`config.mk`:
```
export PLATFORM = sky130hd
export DESIGN_NAME = presettable_ripple_counter
export DESIGN_NICKNAME = d
export VERILOG_FILES = /design/src/rtl/ripple_pkg.sv /design/src/rtl/presettable_ripple_counter.sv /design/src/rtl/pin_sync.sv /design/src/rtl/upper_section.sv
export VERILOG_INCLUDE_DIRS = /design/src /design/src/rtl
export SDC_FILE = /design/constraint.sdc
export NUM_CORES = 1
export LEC_CHECK = 0
export BUFFER_PORTS_ARGS = -buffer_cell sky130_fd_sc_hd__buf_2
export CORE_UTILIZATION = 41
export CTS_CLUSTER_DIAMETER = 80
export CTS_CLUSTER_SIZE = 16
export DETAILED_ROUTE_END_ITERATION = 6
export GPL_TIMING_DRIVEN = 0
export SKIP_LAST_GASP = 1
export SYNTH_ARGS = -nofsm -noshare
export SYNTH_HDL_FRONTEND = slang
export SYNTH_SLANG_ARGS = --single-unit
export TNS_END_PERCENT = 1
```
`constraint.sdc`:
```
create_clock -name sys_clk -period 1.27 [get_ports sys_clk]
set_clock_uncertainty 0.15 [all_clocks]
set_input_delay 0 -clock sys_clk [delete_from_list [all_inputs] [get_ports sys_clk]]
set_output_delay 0 -clock sys_clk [all_outputs]
set_load 0.02 [all_outputs]
```
`src/rtl/ripple_counter_defs.svh`:
```
`ifndef RIPPLE_COUNTER_DEFS_SVH
`define RIPPLE_COUNTER_DEFS_SVH

// Level of an idle pin after reset
`define PIN_IDLE_VALUE 1'b1
// Value of every stage after reset or clear
`define CNT_RESET_VALUE 4'h0
`define UPPER_RESET_VALUE 3'h0
// Synchronizer reset image: {upper clk, first clk, load_n, clear_n, preset}
`define SYNC_RESET_VALUE 8'he0
// Bit positions inside the synchronized pin vector
`define SYNC_PRESET_LSB 0
`define SYNC_CLEAR_BIT 4
`define SYNC_LOAD_BIT 5
`define SYNC_CLK0_BIT 6
`define SYNC_CLK1_BIT 7
`define SYNC_WIDTH 8
// Highest state of the divide-by-five section
`define QUINARY_TOP 3'h4

`endif

```
`src/rtl/ripple_pkg.sv`:
```
package ripple_pkg;

  typedef enum logic [2:0] {
    MODE_CLEAR = 3'b001,
    MODE_LOAD  = 3'b010,
    MODE_COUNT = 3'b100
  } mode_type;

  typedef logic [3:0] nibble_type;

endpackage

```
`src/rtl/presettable_ripple_counter.sv`:
```
// Contract
// - The decade build has its own divide-by-two stage and a divide-by-five section.
// - The binary build has a divide-by-two stage and a divide-by-eight section, 16 states chained.
// - A low clear input drives every output low whatever the clocks, load or preset.
// - A low load input copies the preset inputs into the stages with no clock edge and stops counting.
// - While load is low the block is transparent, preset changes reach the outputs.
// - After load goes high with no clock edges the loaded value is held.
// - In counting each stage changes only on a falling edge of the clock feeding it.
// - Stage outputs change one after another, except in the decade build, where the top stage switches in the same cycle as the second output.
// - The first clock feeds only the lowest stage, the second clock feeds the upper section.
// - Binary build chained from the lowest output counts modulo 16, lowest output the LSB.
// - Decade build chained the same way counts 0 to 9 in 8-4-2-1 code and wraps to 0.
// - Decade build clocked on the upper input, top output feeding the first clock, is bi-quinary.
`timescale 1ns/1ps
`include "ripple_counter_defs.svh"
module presettable_ripple_counter #(
  parameter bit IS_DECADE = 1'b1
) (
  input  wire logic                 sys_clk,
  input  wire logic                 sys_rst,
  input  wire logic                 first_stage_clock_n,
  input  wire logic                 upper_section_clock_n,
  input  wire logic                 clear_all_n,
  input  wire logic                 load_enable_n,
  input  wire ripple_pkg::nibble_type preset_in,
  output ripple_pkg::nibble_type      count_out,
  output logic                      ripple_busy
);
  import ripple_pkg::*;

  logic [`SYNC_WIDTH-1:0] pins_raw;
  logic [`SYNC_WIDTH-1:0] pins_s;
  nibble_type             preset_s;
  logic                   clear_n_s;
  logic                   load_n_s;
  logic                   clk0_s;
  logic                   clk1_s;
  mode_type               mode;
  logic                   fall0;
  logic                   fall1;
  logic                   prev0_q;
  logic                   prev0_d;
  logic                   prev1_q;
  logic                   prev1_d;
  logic                   stage0_q;
  logic                   stage0_d;
  logic [2:0]             upper_cnt;
  logic                   upper_busy;

  assign pins_raw = {upper_section_clock_n, first_stage_clock_n,
                     load_enable_n, clear_all_n, preset_in};

  // Every pin is asynchronous to sys_clk
  pin_sync #(
    .WIDTH       (`SYNC_WIDTH),
    .RESET_VALUE (`SYNC_RESET_VALUE)
  ) u_sync (
    .sys_clk (sys_clk),
    .sys_rst (sys_rst),
    .din     (pins_raw),
    .dout    (pins_s)
  );

  assign preset_s  = pins_s[`SYNC_PRESET_LSB +: 4];
  assign clear_n_s = pins_s[`SYNC_CLEAR_BIT];
  assign load_n_s  = pins_s[`SYNC_LOAD_BIT];
  assign clk0_s    = pins_s[`SYNC_CLK0_BIT];
  assign clk1_s    = pins_s[`SYNC_CLK1_BIT];

  always_comb begin
    if (!clear_n_s) begin
      mode = MODE_CLEAR;
    end else if (!load_n_s) begin
      mode = MODE_LOAD;
    end else begin
      mode = MODE_COUNT;
    end
  end

  // Falling edges only; a level change under clear or load is dropped
  assign fall0 = prev0_q & ~clk0_s;
  assign fall1 = prev1_q & ~clk1_s;

  always_comb begin
    prev0_d  = clk0_s;
    prev1_d  = clk1_s;
    stage0_d = stage0_q;
    case (mode)
      MODE_CLEAR: stage0_d = 1'b0;
      MODE_LOAD:  stage0_d = preset_s[0];
      MODE_COUNT: begin
        if (fall0) begin
          stage0_d = ~stage0_q;
        end
      end
      default:    stage0_d = 1'b0;
    endcase
  end

  always_ff @(posedge sys_clk or posedge sys_rst) begin
    if (sys_rst) begin
      prev0_q  <= `PIN_IDLE_VALUE;
      prev1_q  <= `PIN_IDLE_VALUE;
      stage0_q <= 1'b0;
    end else begin
      prev0_q  <= prev0_d;
      prev1_q  <= prev1_d;
      stage0_q <= stage0_d;
    end
  end

  upper_section #(
    .IS_DECADE (IS_DECADE)
  ) u_upper (
    .sys_clk (sys_clk),
    .sys_rst (sys_rst),
    .clear   (mode == MODE_CLEAR),
    .load    (mode == MODE_LOAD),
    .preset  (preset_s[3:1]),
    .fall    (fall1 && mode == MODE_COUNT),
    .count   (upper_cnt),
    .busy    (upper_busy)
  );

  // Chaining between sections is external, so a carry crosses the sync
  assign count_out   = {upper_cnt, stage0_q};
  assign ripple_busy = upper_busy;

  property p_clear;
    @(posedge sys_clk) disable iff (sys_rst)
      !clear_n_s |=> count_out == `CNT_RESET_VALUE;
  endproperty
  a_clear: assert property (p_clear)
    else $error("clear did not zero the outputs");

  property p_clear_wins;
    @(posedge sys_clk) disable iff (sys_rst)
      (!clear_n_s && !load_n_s) |=> count_out == `CNT_RESET_VALUE
                                    && !ripple_busy;
  endproperty
  a_clear_wins: assert property (p_clear_wins)
    else $error("load beat clear");

  property p_load;
    @(posedge sys_clk) disable iff (sys_rst)
      (clear_n_s && !load_n_s) |=> count_out == $past(preset_s);
  endproperty
  a_load: assert property (p_load)
    else $error("load did not copy the preset");

  property p_transparent;
    @(posedge sys_clk) disable iff (sys_rst)
      (clear_n_s && !load_n_s)[*2] |-> count_out == $past(preset_s);
  endproperty
  a_transparent: assert property (p_transparent)
    else $error("output did not follow preset under load");

  property p_hold;
    @(posedge sys_clk) disable iff (sys_rst)
      (mode == MODE_COUNT && !fall0 && !fall1 && !ripple_busy)
        |=> $stable(count_out);
  endproperty
  a_hold: assert property (p_hold)
    else $error("stored value changed without an edge");

  property p_stage0_edge;
    @(posedge sys_clk) disable iff (sys_rst)
      (mode == MODE_COUNT && fall0) |=> count_out[0] != $past(count_out[0]);
  endproperty
  a_stage0_edge: assert property (p_stage0_edge)
    else $error("lowest stage missed its falling edge");

  property p_upper_isolated;
    @(posedge sys_clk) disable iff (sys_rst)
      (mode == MODE_COUNT && !fall1 && !ripple_busy)
        |=> $stable(count_out[3:1]);
  endproperty
  a_upper_isolated: assert property (p_upper_isolated)
    else $error("upper section moved without its own clock");

  property p_ripple;
    @(posedge sys_clk) disable iff (sys_rst)
      (mode == MODE_COUNT && fall1 && count_out[1])
        ##1 (mode == MODE_COUNT) |-> ripple_busy;
  endproperty
  a_ripple: assert property (p_ripple)
    else $error("carry did not ripple a cycle late");

  property p_upper_step;
    @(posedge sys_clk) disable iff (sys_rst)
      (mode == MODE_COUNT && fall1 && !ripple_busy
       && count_out[3:1] == 3'h0) |=> count_out[3:1] == 3'h1;
  endproperty
  a_upper_step: assert property (p_upper_step)
    else $error("upper section failed to step from zero");

  property p_clear_idle;
    @(posedge sys_clk) disable iff (sys_rst)
      !clear_n_s |=> !ripple_busy;
  endproperty
  a_clear_idle: assert property (p_clear_idle)
    else $error("ripple still busy under clear");

  property p_load_idle;
    @(posedge sys_clk) disable iff (sys_rst)
      (clear_n_s && !load_n_s) |=> !ripple_busy;
  endproperty
  a_load_idle: assert property (p_load_idle)
    else $error("ripple still busy under load");

  property p_load_ignores_clock;
    @(posedge sys_clk) disable iff (sys_rst)
      (clear_n_s && !load_n_s && (fall0 || fall1))
        |=> count_out == $past(preset_s);
  endproperty
  a_load_ignores_clock: assert property (p_load_ignores_clock)
    else $error("clock edge counted during load");

  property p_stage0_isolated;
    @(posedge sys_clk) disable iff (sys_rst)
      (mode == MODE_COUNT && !fall0)
        |=> $stable(count_out[0]);
  endproperty
  a_stage0_isolated: assert property (p_stage0_isolated)
    else $error("lowest stage moved without its own clock");

  // Carry must land a cycle later, never with the first upper stage
  property p_ripple_order;
    @(posedge sys_clk) disable iff (sys_rst)
      (mode == MODE_COUNT && fall1 && !ripple_busy && count_out[1])
        |=> $stable(count_out[2]);
  endproperty
  a_ripple_order: assert property (p_ripple_order)
    else $error("second stage switched with the first");

  property p_carry_lands;
    @(posedge sys_clk) disable iff (sys_rst)
      (mode == MODE_COUNT && fall1 && !ripple_busy && count_out[1])
        ##1 (mode == MODE_COUNT) |=> count_out[2] != $past(count_out[2]);
  endproperty
  a_carry_lands: assert property (p_carry_lands)
    else $error("carry into the second stage was lost");

  property p_busy_bounded;
    @(posedge sys_clk) disable iff (sys_rst)
      (ripple_busy && !fall1) ##1 (ripple_busy && !fall1) |=> !ripple_busy;
  endproperty
  a_busy_bounded: assert property (p_busy_bounded)
    else $error("carry rippled longer than the stage count");

  property p_hold_after_load;
    @(posedge sys_clk) disable iff (sys_rst)
      (mode == MODE_LOAD) ##1 (mode == MODE_COUNT && !fall0 && !fall1)
        |=> count_out == $past(preset_s, 2);
  endproperty
  a_hold_after_load: assert property (p_hold_after_load)
    else $error("loaded value lost after load ended");

  if (!IS_DECADE) begin : g_binary_chk
    property p_bit1_toggle;
      @(posedge sys_clk) disable iff (sys_rst)
        (mode == MODE_COUNT && fall1 && !ripple_busy)
          |=> count_out[1] != $past(count_out[1]);
    endproperty
    a_bit1_toggle: assert property (p_bit1_toggle)
      else $error("divide-by-eight input stage missed its edge");

    property p_binary_wrap;
      @(posedge sys_clk) disable iff (sys_rst)
        (mode == MODE_COUNT && fall1 && !ripple_busy
         && count_out[3:1] == 3'h7)
          ##1 (mode == MODE_COUNT && !fall1)
          ##1 (mode == MODE_COUNT && !fall1) |=> count_out[3:1] == 3'h0;
    endproperty
    a_binary_wrap: assert property (p_binary_wrap)
      else $error("divide-by-eight did not wrap after seven");
  end

  if (IS_DECADE) begin : g_decade_chk
    property p_quinary_wrap;
      @(posedge sys_clk) disable iff (sys_rst)
        (mode == MODE_COUNT && fall1 && !ripple_busy
         && count_out[3:1] == `QUINARY_TOP) |=> count_out[3:1] == 3'h0;
    endproperty
    a_quinary_wrap: assert property (p_quinary_wrap)
      else $error("divide-by-five did not wrap after four");

    property p_decade_carry;
      @(posedge sys_clk) disable iff (sys_rst)
        (mode == MODE_COUNT && fall1 && !ripple_busy
         && count_out[3:1] == 3'h3) |=> count_out[3];
    endproperty
    a_decade_carry: assert property (p_decade_carry)
      else $error("top stage missed the carry out of three");
  end

endmodule

```
`src/rtl/pin_sync.sv`:
```
`timescale 1ns/1ps
module pin_sync #(
  parameter int              WIDTH       = 8,
  parameter logic [WIDTH-1:0] RESET_VALUE = '0
) (
  input  wire logic             sys_clk,
  input  wire logic             sys_rst,
  input  wire logic [WIDTH-1:0] din,
  output logic      [WIDTH-1:0] dout
);

  for (genvar i = 0; i < WIDTH; i++) begin : g_bit
    logic meta_q;
    logic sync_q;
    logic meta_d;
    logic sync_d;

    always_comb begin
      meta_d = din[i];
      sync_d = meta_q;
    end

    // First flop feeds only the second one
    always_ff @(posedge sys_clk or posedge sys_rst) begin
      if (sys_rst) begin
        meta_q <= RESET_VALUE[i];
        sync_q <= RESET_VALUE[i];
      end else begin
        meta_q <= meta_d;
        sync_q <= sync_d;
      end
    end

    assign dout[i] = sync_q;
  end

endmodule

```
`src/rtl/upper_section.sv`:
```
`timescale 1ns/1ps
`include "ripple_counter_defs.svh"
module upper_section #(
  parameter bit IS_DECADE = 1'b1
) (
  input  wire logic       sys_clk,
  input  wire logic       sys_rst,
  input  wire logic       clear,
  input  wire logic       load,
  input  wire logic [2:0] preset,
  input  wire logic       fall,
  output logic      [2:0] count,
  output logic            busy
);

  logic [2:0] cnt_q;
  logic [2:0] cnt_d;
  logic       pend2_q;
  logic       pend2_d;
  logic       pend3_q;
  logic       pend3_d;

  always_comb begin
    cnt_d   = cnt_q;
    pend2_d = 1'b0;
    pend3_d = 1'b0;
    if (clear) begin
      cnt_d = `UPPER_RESET_VALUE;
    end else if (load) begin
      cnt_d = preset;
    end else begin
      // Falling stage output clocks the next stage a cycle later
      if (pend2_q) begin
        cnt_d[1] = ~cnt_q[1];
        pend3_d  = cnt_q[1] & ~IS_DECADE;
      end
      if (pend3_q) begin
        cnt_d[2] = ~cnt_q[2];
      end
      if (fall) begin
        if (IS_DECADE) begin
          // Gated divide-by-five: top stage steps straight back to zero
          cnt_d[0] = ~cnt_q[0] & ~cnt_q[2];
          cnt_d[2] = cnt_q[0] & cnt_q[1];
        end else begin
          cnt_d[0] = ~cnt_q[0];
        end
        pend2_d = cnt_q[0];
      end
    end
  end

  always_ff @(posedge sys_clk or posedge sys_rst) begin
    if (sys_rst) begin
      cnt_q   <= `UPPER_RESET_VALUE;
      pend2_q <= 1'b0;
      pend3_q <= 1'b0;
    end else begin
      cnt_q   <= cnt_d;
      pend2_q <= pend2_d;
      pend3_q <= pend3_d;
    end
  end

  assign count = cnt_q;
  assign busy  = pend2_q | pend3_q;

endmodule

```
==> results_dict.tcl <==
set metrics [dict create \
    p_comb_frac 0.086 \
    vias 407 \
    post-route-drc-count 0 \
    ff2ff_setup_slack_ns 0.04 \
    timing.final.crit_share 0.972 \
    die-area_um2 1930 \
    grt_max_degree 24 \
    drive_gt1_frac 0.414 \
    path_clk_slew_ns 0.11 \
    synth_nets 53 \
    core-area_um2 1580 \
    cts_buffers 3 \
    timing.fmax_mhz 810 \
    crit_arrival_ns 1.28 \
    whs_path_depth 2 \
    ff2ff_path_depth 3 \
    required_ns 1.31 \
    track_usage 0.115 \
    rows 14 \
    fin_crit_ns 1.23 \
    dp.cells 73 \
    clkSinkCount 23 \
    syn_inst 43 \
    ir_worst_vdd_mv 0.794 \
    synthArstFlopShare 1.00 \
    stdcell_count 86 \
    maxSlewViolCount 0 \
    diodes 0 \
    syn_area_um2 722 \
    nets 81 \
    hold_viol 0 \
    antenna_found_initial 0 \
    pwr-share-seq 0.657 \
    holdPathEnd "u_sync.g_bit[5].meta_q" \
    postRouteAntennaNets 0 \
    drt_pass1_iterations 5 \
    power_per_cell_area_nw_per_um2 1310 \
    power_frac_clock 0.257 \
    worst-slew-pin-transition_ns 0.792 \
    swShare 0.213 \
    area_delta_synth_final_pct 28.6 \
    grt_pass1_vias 395 \
    cts_tree "yes" \
    vias_per_cell 4.73 \
    clock_latency_ns 0.30 \
    ys_warn_count 0 \
    initial_core_util 0.458 \
    max_slew_margin 0.472 \
    dieHeight_um 44.0 \
    hold_path_class "in2reg" \
    rsz0062_at_grt "true" \
    end_kind "register" \
    yosysSeqAreaShare 0.811 \
    worstHoldStart "load_enable_n" \
    reg2reg_from "prev1_q" \
    cts_root_buf "clkbuf_4" \
    status "finished clean" \
    netlist.area_leader.share 0.520 \
    power.internal_mw 0.958 \
    synth_edf_count 0 \
    critPathKind "reg2reg" \
    synth-seq-cells 23 \
    maxCapViolCount 0 \
    fin_util 0.589 \
    p_leak_nw 0.438 \
    syn_area_per_cell_um2 16.8 \
    port_buffers 14 \
    ios 15 \
    htreeDepth 1 \
    fill_cells 136 \
    startpoint_type "register" \
    yosys.cell_count.top_type "dfrtp_1" \
    switchingPower_mw 0.259 \
    routed_wl_um 901 \
    grt_pass1_wl_mm 1.54 \
    wire_per_inst_um 10.5 \
    r2r-end "u_upper.count[0]" \
    cts_buffer_depth 2 \
    dr.first_iter.drc_count 4 \
    setup-violations-final 0 \
    worstPathMaxFanout 4 \
    gp_congestion 0.694 \
    die_w_um 44.0 \
    synth_cell_types 19 \
    synthTopCellsByCount "dfrtp_1, dfstp_2, a21oi_1, o21ai_0, xnor2_1" \
    synth_ff_type "dfrtp_1" \
    grt.overflow.total 0 \
    yosys.area.top_type "dfrtp_1" \
    synth_area_leaders "dfrtp_1, dfstp_2, xnor2_1" \
]
-- critical path, cell delays in order (launching register included) --
cell and delay, ns:
dfstp_2 0.53, nor2b_4 0.17, mux2i_1 0.20, a21oi_1 0.08
-- placed cells by master (no fill, tap or decap), drive strengths merged --
master       synthesis  layout
o21ai                3       3
nand4                1       1
a31oi                1       1
a21oi                2       2
inv                  1       1
dfrtp               15      15
nor2b                2       2
buf                  2      16
clkbuf               0       4
nor2                 1       1
mux2i                1       1
dlygate4sd3          0       9
and4                 1       1
o211a                1       1
xnor2                2       2
dfstp                8       8
nand2                1       1
nand2b               1       1
-- cells by family (layout without fill, tap and decap cells) --
kind of cell	count (synthesis)	count (layout)	synth area share
AOI/OAI and AO/OA	7	7	0.0572
xor gates and xnor gates	2	2	0.0243
buffers and inverters	3	30	0.0225
DFF	23	23	0.811
muxes	1	1	0.0139
and+or+nand+nor	7	7	0.0711
-- power by group through the flow --
stage                     registers (mW)  logic (mW)  clock network (mW)
after floorplan                    0.818      0.0468                   0
after global placement             0.812      0.0837                   0
after detailed placement           0.814      0.0854                   0
after CTS                          0.800       0.106               0.326
after global routing               0.806       0.116               0.358
final                              0.800       0.105               0.313
-- flip-flops by register name (all words and copies together), names as in the netlist --
| signal | flops |
|---|---|
| u_sync.g_bit.meta_q | 8 |
| u_upper.pend2_q | 1 |
| prev0_q | 1 |
| u_sync.g_bit.sync_q | 8 |
| stage0_q | 1 |
| prev1_q | 1 |
| u_upper.count | 3 |
-- how the worst max path moves through the flow --
stage,slack (ns),cells after the start,from,endpoint
final,0.04,3,prev1_q,u_upper.count[0]
after global routing,-0.01,3,prev1_q,u_upper.count[0]
after CTS,0.04,3,prev1_q,u_upper.count[0]
after detailed placement,0.06,3,prev1_q,u_upper.count[0]
after global placement,0.08,3,prev1_q,u_upper.count[0]
after floorplan,0.11,3,prev1_q,u_upper.count[0]
-- routing by layer --
metal	track usage	part of all wire
met5	0	0
met3	0.0375	0.046
met1	0.124	0.43
met4	0.0545	0.016
met2	0.203	0.50
-- timing repair --
item	4_1_cts	5_1_grt
endpoints found under the setup margin	0	1
gates resized for setup	0	0
endpoints found under the hold margin	23	0
hold buffers	9	0
buffers inserted	0	0
-- per-stage QoR --
step	power [mW]	area (um^2)	worst slack, ns	TNS (ns)	hold WS [ns]
final	1.22	928	0.0351	0	0.188
after global routing	1.28	928	-0.0117	-0.0117	0.168
after CTS	1.23	928	0.0406	0	0.172
after detailed placement	0.899	812	0.0560	0	-0.0436
after global placement	0.895	812	0.0771	0	-0.0448
after floorplan	0.865	722	0.112	0	-0.154
-- cell type report --
class | instances | area (um^2) | area share
Buffer | 2 | 12.5 | 0.0135
Clock buffer | 4 | 26.3 | 0.0283
Tap cell | 16 | 20.0 | 0.0216
Inverter | 1 | 3.75 | 0.00404
Timing Repair Buffer | 23 | 160 | 0.173
Sequential cell | 23 | 586 | 0.631
Multi-Input combinational cell | 17 | 120 | 0.129
Power figures use the tool's default switching activity.
